==> src/core/clock_switch_params.svh <==
`ifndef CLOCK_SWITCH_PARAMS_SVH
`define CLOCK_SWITCH_PARAMS_SVH
// Operation
// - Bypass clear: secondary oscillator runs as crystal across both pins.
// - Switch-complete flag is 1 when current equals requested selection.
// - External, fast, slow, secondary ready flags read 1 only when usable.
// - Converter RC ready flag at status bit 2 reads 1 once usable.
// - Ready flags read 0 when disabled or not yet stable.
// - Bypass set: input pin is external clock input, output pin unused.
// - Hold clear switches when requested source ready; set holds, interrupts.

// Register addresses
`define ADDR_CONTROL_THREE 4'h0
`define ADDR_READY_STATUS  4'h1
`define ADDR_REQUESTED     4'h2
`define ADDR_CURRENT       4'h3
`define ADDR_IRQ_STATUS    4'h4
`define ADDR_IRQ_MASK      4'h5

// Control three fields
`define BIT_HOLD           7
`define BIT_BYPASS         5
`define BIT_COMPLETE       4
`define BIT_REQ_READY      3

// Ready status fields
`define BIT_EXT_READY      7
`define BIT_FAST_READY     6
`define BIT_SLOW_READY     4
`define BIT_SEC_READY      3
`define BIT_RC_READY       2
`define BIT_PLL_READY      0

// Interrupt status fields
`define BIT_IRQ_HELD       0
`define BIT_IRQ_DONE       1

`define RESET_BYTE         8'h00
`define RESET_SELECT       3'h0
`endif

==> src/core/clock_switch_pkg.sv <==
package clock_switch_pkg;
  // Oscillator sources, indexed by the select code
  typedef enum logic [2:0]
  {
    SRC_EXT  = 3'h0,
    SRC_FAST = 3'h1,
    SRC_SLOW = 3'h2,
    SRC_SEC  = 3'h3,
    SRC_RC   = 3'h4,
    SRC_PLL  = 3'h5
  } source_t;

  // Raw oscillator condition from the analog side
  typedef struct packed
  {
    logic ext;
    logic fast;
    logic slow;
    logic sec;
    logic rc;
    logic pll;
  } osc_flags_t;

  typedef enum logic [0:0]
  {
    SW_IDLE = 1'b0,
    SW_HELD = 1'b1
  } switch_state_t;
endpackage

==> src/core/clock_switch_ready_status.sv <==
// Added by the designer: the strobed register port and the register addresses.
`include "clock_switch_params.svh"

module clock_switch_ready_status
#(
  parameter int ADDR_WIDTH = 4
)
(
  input  wire logic                        mclk,
  input  wire logic                        reset,
  input  wire logic [ADDR_WIDTH-1:0]       regAddr,
  input  wire logic [7:0]                  regWdata,
  input  wire logic                        regWrite,
  input  wire logic                        regRead,
  output logic      [7:0]                  regRdata,
  input  wire clock_switch_pkg::osc_flags_t oscEnabled,
  input  wire clock_switch_pkg::osc_flags_t oscStable,
  input  wire logic                        pllSourceReady,
  input  wire logic                        secondary_xtal_in_pin,
  output logic                             secondaryXtalOut,
  output logic                             secondaryXtalOutEn,
  output logic                             secondaryClock,
  output logic                             crystalDriveEn,
  output logic [2:0]                       systemSource,
  output logic                             irq
);

  // ****************************************
  // Pin synchronisers
  // ****************************************
  clock_switch_pkg::osc_flags_t enMeta, enSync, stMeta, stSync;
  logic pllSrcMeta, pllSrcSync, secInMeta, secInSync;

  always_ff @(posedge mclk or posedge reset)
  begin
    if (reset)
    begin
      enMeta     <= '0;
      enSync     <= '0;
      stMeta     <= '0;
      stSync     <= '0;
      pllSrcMeta <= 1'b0;
      pllSrcSync <= 1'b0;
      secInMeta  <= 1'b0;
      secInSync  <= 1'b0;
    end
    else
    begin
      enMeta     <= oscEnabled;
      enSync     <= enMeta;
      stMeta     <= oscStable;
      stSync     <= stMeta;
      pllSrcMeta <= pllSourceReady;
      pllSrcSync <= pllSrcMeta;
      secInMeta  <= secondary_xtal_in_pin;
      secInSync  <= secInMeta;
    end
  end

  // ****************************************
  // Ready flags
  // ****************************************
  clock_switch_pkg::osc_flags_t ready;

  always_comb
  begin
    ready     = enSync & stSync;
    ready.pll = enSync.pll & stSync.pll & pllSrcSync;
  end

  function automatic logic sourceReady(input logic [2:0] sel,
                                       input clock_switch_pkg::osc_flags_t r);
    logic res;
    res = 1'b0;
    case (sel)
      clock_switch_pkg::SRC_EXT:  res = r.ext;
      clock_switch_pkg::SRC_FAST: res = r.fast;
      clock_switch_pkg::SRC_SLOW: res = r.slow;
      clock_switch_pkg::SRC_SEC:  res = r.sec;
      clock_switch_pkg::SRC_RC:   res = r.rc;
      clock_switch_pkg::SRC_PLL:  res = r.pll;
      default:                    res = 1'b0;
    endcase
    return res;
  endfunction

  // ****************************************
  // Registers
  // ****************************************
  logic       holdReg, bypassReg;
  logic [2:0] requestedReg, currentReg;
  logic [1:0] irqStatusReg, irqMaskReg;
  logic       reqReady, complete, held;
  clock_switch_pkg::switch_state_t stateReg;

  assign reqReady = sourceReady(requestedReg, ready);
  assign complete = (requestedReg == currentReg);

  always_ff @(posedge mclk or posedge reset)
  begin
    if (reset)
    begin
      holdReg      <= 1'b0;
      bypassReg    <= 1'b0;
      requestedReg <= `RESET_SELECT;
      irqMaskReg   <= '0;
    end
    else if (regWrite)
    begin
      unique case (regAddr)
        `ADDR_CONTROL_THREE:
        begin
          holdReg   <= regWdata[`BIT_HOLD];
          bypassReg <= regWdata[`BIT_BYPASS];
        end
        `ADDR_REQUESTED: requestedReg <= regWdata[2:0];
        `ADDR_IRQ_MASK:  irqMaskReg   <= regWdata[1:0];
        default:         ;
      endcase
    end
  end

  // ****************************************
  // Clock switch sequencer
  // ****************************************
  // A switch waits in HELD while hold is set; clearing hold lets it go
  always_ff @(posedge mclk or posedge reset)
  begin
    if (reset)
    begin
      currentReg <= `RESET_SELECT;
      stateReg   <= clock_switch_pkg::SW_IDLE;
    end
    else
    begin
      unique case (stateReg)
        clock_switch_pkg::SW_IDLE:
        begin
          if (!complete && reqReady)
          begin
            if (holdReg)
              stateReg <= clock_switch_pkg::SW_HELD;
            else
              currentReg <= requestedReg;
          end
        end
        clock_switch_pkg::SW_HELD:
        begin
          if (complete || !reqReady)
            stateReg <= clock_switch_pkg::SW_IDLE;
          else if (!holdReg)
          begin
            currentReg <= requestedReg;
            stateReg   <= clock_switch_pkg::SW_IDLE;
          end
        end
      endcase
    end
  end

  assign held = (stateReg == clock_switch_pkg::SW_IDLE) && !complete
                && reqReady && holdReg;

  // ****************************************
  // Interrupts
  // ****************************************
  logic [1:0] irqEvents;
  logic       switchedNow;

  assign switchedNow = !complete && reqReady && !holdReg;
  assign irqEvents   = {switchedNow, held};

  // Set beats a write-one clear in the same cycle
  always_ff @(posedge mclk or posedge reset)
  begin
    if (reset)
      irqStatusReg <= '0;
    else if (regWrite && regAddr == `ADDR_IRQ_STATUS)
      irqStatusReg <= (irqStatusReg & ~regWdata[1:0]) | irqEvents;
    else
      irqStatusReg <= irqStatusReg | irqEvents;
  end

  assign irq = |(irqStatusReg & irqMaskReg);

  // ****************************************
  // Secondary oscillator pins
  // ****************************************
  // Crystal mode drives the output pin as inverter output of the input
  always_ff @(posedge mclk or posedge reset)
  begin
    if (reset)
    begin
      secondaryXtalOut   <= 1'b0;
      secondaryXtalOutEn <= 1'b0;
      crystalDriveEn     <= 1'b0;
      secondaryClock     <= 1'b0;
    end
    else
    begin
      crystalDriveEn     <= !bypassReg && enSync.sec;
      secondaryXtalOutEn <= !bypassReg && enSync.sec;
      secondaryXtalOut   <= !bypassReg && !secInSync;
      secondaryClock     <= secInSync;
    end
  end

  assign systemSource = currentReg;

  // ****************************************
  // Read port
  // ****************************************
  always_ff @(posedge mclk or posedge reset)
  begin
    if (reset)
      regRdata <= `RESET_BYTE;
    else if (regRead)
    begin
      regRdata <= `RESET_BYTE;
      unique case (regAddr)
        `ADDR_CONTROL_THREE:
        begin
          regRdata[`BIT_HOLD]      <= holdReg;
          regRdata[`BIT_BYPASS]    <= bypassReg;
          regRdata[`BIT_COMPLETE]  <= complete;
          regRdata[`BIT_REQ_READY] <= reqReady;
        end
        `ADDR_READY_STATUS:
        begin
          regRdata[`BIT_EXT_READY]  <= ready.ext;
          regRdata[`BIT_FAST_READY] <= ready.fast;
          regRdata[`BIT_SLOW_READY] <= ready.slow;
          regRdata[`BIT_SEC_READY]  <= ready.sec;
          regRdata[`BIT_RC_READY]   <= ready.rc;
          regRdata[`BIT_PLL_READY]  <= ready.pll;
        end
        `ADDR_REQUESTED:  regRdata[2:0] <= requestedReg;
        `ADDR_CURRENT:    regRdata[2:0] <= currentReg;
        `ADDR_IRQ_STATUS: regRdata[1:0] <= irqStatusReg;
        `ADDR_IRQ_MASK:   regRdata[1:0] <= irqMaskReg;
        default:          ;
      endcase
    end
    else
      regRdata <= `RESET_BYTE;
  end

endmodule

==> config.mk <==
export PLATFORM = sky130hd
export DESIGN_NAME = clock_switch_ready_status
export DESIGN_NICKNAME = d
export VERILOG_FILES = /design/src/core/clock_switch_pkg.sv /design/src/core/clock_switch_ready_status.sv
export VERILOG_INCLUDE_DIRS = /design/src /design/src/core
export SDC_FILE = /design/constraint.sdc
export NUM_CORES = 1
export LEC_CHECK = 0
export BUFFER_PORTS_ARGS = -buffer_cell sky130_fd_sc_hd__buf_2
export CAP_MARGIN = 20
export CORE_MARGIN = 5
export CORE_UTILIZATION = 35
export DETAILED_ROUTE_END_ITERATION = 6
export GPL_TIMING_DRIVEN = 0
export SYNTH_ARGS = -nofsm -noshare
export SYNTH_HDL_FRONTEND = slang
export SYNTH_SLANG_ARGS = --single-unit
==> constraint.sdc <==
create_clock -name mclk -period 4.5 [get_ports mclk]
set_input_delay 0.45 -clock mclk [delete_from_list [all_inputs] [get_ports mclk]]
set_output_delay 0.45 -clock mclk [all_outputs]
set_load 0.005 [all_outputs]
==> impl_metrics.toml <==
[timing]
rsz0062_at_grt = "no"
slew-limit-headroom_pct = 68.4
fin_crit_ns = 1.60
finalWorstSetupSlack_ns = 2.90
max_freq_mhz = 624
finalHoldViolations = 0
finClkSkew_ns = 0.00576
slew_violations = 0
setup_viol = 0
worstMarginPinSlew_ns = 0.472
fin_crit_sh_pct = 35.6
tns_ns = 0

[synthesis]
ys_seq_area_share_pct = 68.1
yosys.area.top_type = "dfrtp_1"
ys_ff_latch = 52
netlist_top_cells_count = "52 x dfrtp_1, 10 x nand2_1, 9 x nor2_1, 7 x mux2_2, 4 x nand3_1"
yosysMostFrequentCell = "dfrtp_1"
async_reset_ff_share_pct = 100
syn-num-nets = 170
avgSynthCellArea_um2 = 13.6
synthMuxAreaShare_pct = 6.48
synthFlopType = "dfrtp_1"
synthTopCellsByArea = "dfrtp_1 68%, mux2_2 4.1%, nand2_1 2.0%, nor2_1 1.8%, mux2i_1 1.6%"
ys_types = 36
synth-adder-area-share_pct = 0
netlist.area_leader.share_pct = 68.1
yosysWarnings = 0
synth_top_family_by_area = "simple AND/OR/NAND/NOR gates"
synth_cells = 140
synth_area_um2 = 1910
synth_edf_count = 0
synth-compound-area-share_pct = 8.58
yosys.area_share.simple_pct = 12.4
synth_xor_area_share_pct = 1.38

[setup_path]
reg2reg_depth = 5
worstPathRequired_ns = 4.69
r2r_start = "requestedReg[1]"
cp-end-kind = "flip-flop"
path_class = "flip-flop to flip-flop"
arrival_ns = 1.79
cp-start-kind = "flip-flop"
cp_max_fo = 9
startpoint = "requestedReg[1]"
reg2reg_to = "systemSource[0]"
r2r_slack_ns = 2.90

[global_routing]
antenna_found_initial = 0
grt_max_degree = 44
overflow = 0
grt_use_total_pct = 11.4
grt_pass1_wl_mm = 6.31
first_global_vias = 1277

[clocking]
cts.htree.levels = 2
clockBufferDepth = 2
numCtsBuffers = 5
clkTransAtPathRegs_ns = 0.09
worstSkewPairLatency_ns = 0.30
clock_sinks = 52
cts_tree = "built"
cts_resized = 0
hold_buffers = 0
clock-root-buffer = "clkbuf_8"
postCtsSetupBuffers = 0

[run_status]
status = "finished, final reports clean"

[floorplan]
initial_core_util_pct = 35.3
die_x_um = 83.9
top_level_ports = 46
dieHeight_um = 83.9
core_area_um2 = 5410
dieArea_um2 = 7040
num_rows = 27

[min_path]
min_path_type = "input pin to asynchronous set/reset pin"

[pwr]
power.density_nw_per_um2 = 442
p_leak_uw = 0.00108
ir_drop_uv = 205

[place]
post-dp-hpwl_mm = 2.61
io_buffers = 40
pre_cts_ws_ns = 2.80
gp_congestion = 0.790

[drt]
firstDrtPassIters = 4
drtAntennaViolNets = 0
viasPerCell = 4.51
wl_per_cell_um = 13.4
drcViolationCount = 0
wl_mm = 3.51
vias = 1176
initialDrtViolationCount = 72

[job]
maxCapViolCount = 0

[finish]
syn2layout_area_growth_pct = 21.2
post_route_cells_drive_above_1_share_pct = 33.9
nNetsFinal = 218
nFillCells = 548
diodes = 0
flip-flops by register name, summed over array words and instances (netlist names), 2 cells and up:
signal and count:
systemSource 3, enSync 6, requestedReg 3, irqMaskReg 2, regRdata 8, stSync 6, stMeta 6, enMeta 6
irqStatusReg 2
stage by stage:
stage / instances / total power (µW) / utilization [%] / hold slack, ns / cell area (µm²)
4_1_cts: 261 / 1030 / 42.8 / 0.0491 / 2310
3_3_place_gp: 252 / 761 / 40.7 / 0.333 / 2200
2_1_floorplan: 140 / 694 / - / 0.331 / 1910
3_5_place_dp: 253 / 767 / 41.1 / 0.335 / 2220
6_report: 261 / 1020 / 42.8 / 0.0524 / 2310
5_1_grt: 261 / 1090 / 42.8 / 0.0598 / 2310
worst max-delay path by stage:
| stage | depth (start not counted) | slack (ns) | to |
|---|---|---|---|
| after global routing | 5 | 2.77 | systemSource[1] |
| final | 5 | 2.90 | systemSource[0] |
| after global placement | 2 | 2.24 | regRdata[1] |
| after CTS | 5 | 2.91 | systemSource[0] |
| after floorplan | 1 | 2.79 | bypassReg |
| after detailed placement | 4 | 2.80 | requestedReg[1] |
metal layers:
layer	up-vias	track usage [%]	share of wire, %
li1	580	-	-
met3	6	3.95	6.6
met1	556	14.0	45
met2	34	18.2	47
met4	0	4.82	1.5
met5	-	0	0
worst max-delay path: stages (launching register included):
cell       delay (ns)
dfrtp_1          0.39
buf_6            0.14
nand4bb_1        0.22
a41oi_2          0.34
o21bai_2         0.12
mux2_4           0.30
cells by family (layout without fill, tap and decap cells):
kind of cell	Yosys count	in the layout
AO/OA/AOI/OAI	20	20
XOR/XNOR	3	3
multiplexers	11	11
buffers and inverters	10	59
flip-flops	52	52
AND/OR/NAND/NOR	44	44
power by group:
part           switching, µW  total (µW)  internal [µW]  leakage [µW]
Combinational           93.1         196            102      0.000405
Clock                    144         269            125     0.0000445
Sequential              41.0         559            518      0.000631
cell usage in the layout, fill, tap and decap left out, types with 2 or more instances in the layout:
cell,count
nor2_1,9
or2_1,2
o21ai_0,3
mux2i_1,3
xnor2_1,3
nand2b_1,2
a22o_1,3
buf_6,2
nand2_1,10
mux2_2,7
clkbuf_8,6
nor3b_1,3
a21oi_1,2
nor3_1,2
nand4b_1,2
nand4_1,2
inv_1,2
nor2b_1,3
nand3_1,4
a31oi_1,3
buf_2,41
clkbuf_1,4
nand3b_1,3
dfrtp_1,52
layout make-up:
type	count	area (µm²)	area share [%]
Sequential cell	52	1300	56.2
Multi-Input combinational cell	78	552	23.8
Inverter	3	11.3	0.486
Timing Repair Buffer	41	220	9.51
Clock inverter	1	7.51	0.324
Clock buffer	7	86.3	3.73
Tap cell	72	90.1	3.89
Buffer	7	46.3	2.00
Note: power is estimated with default switching activity, not from simulation.
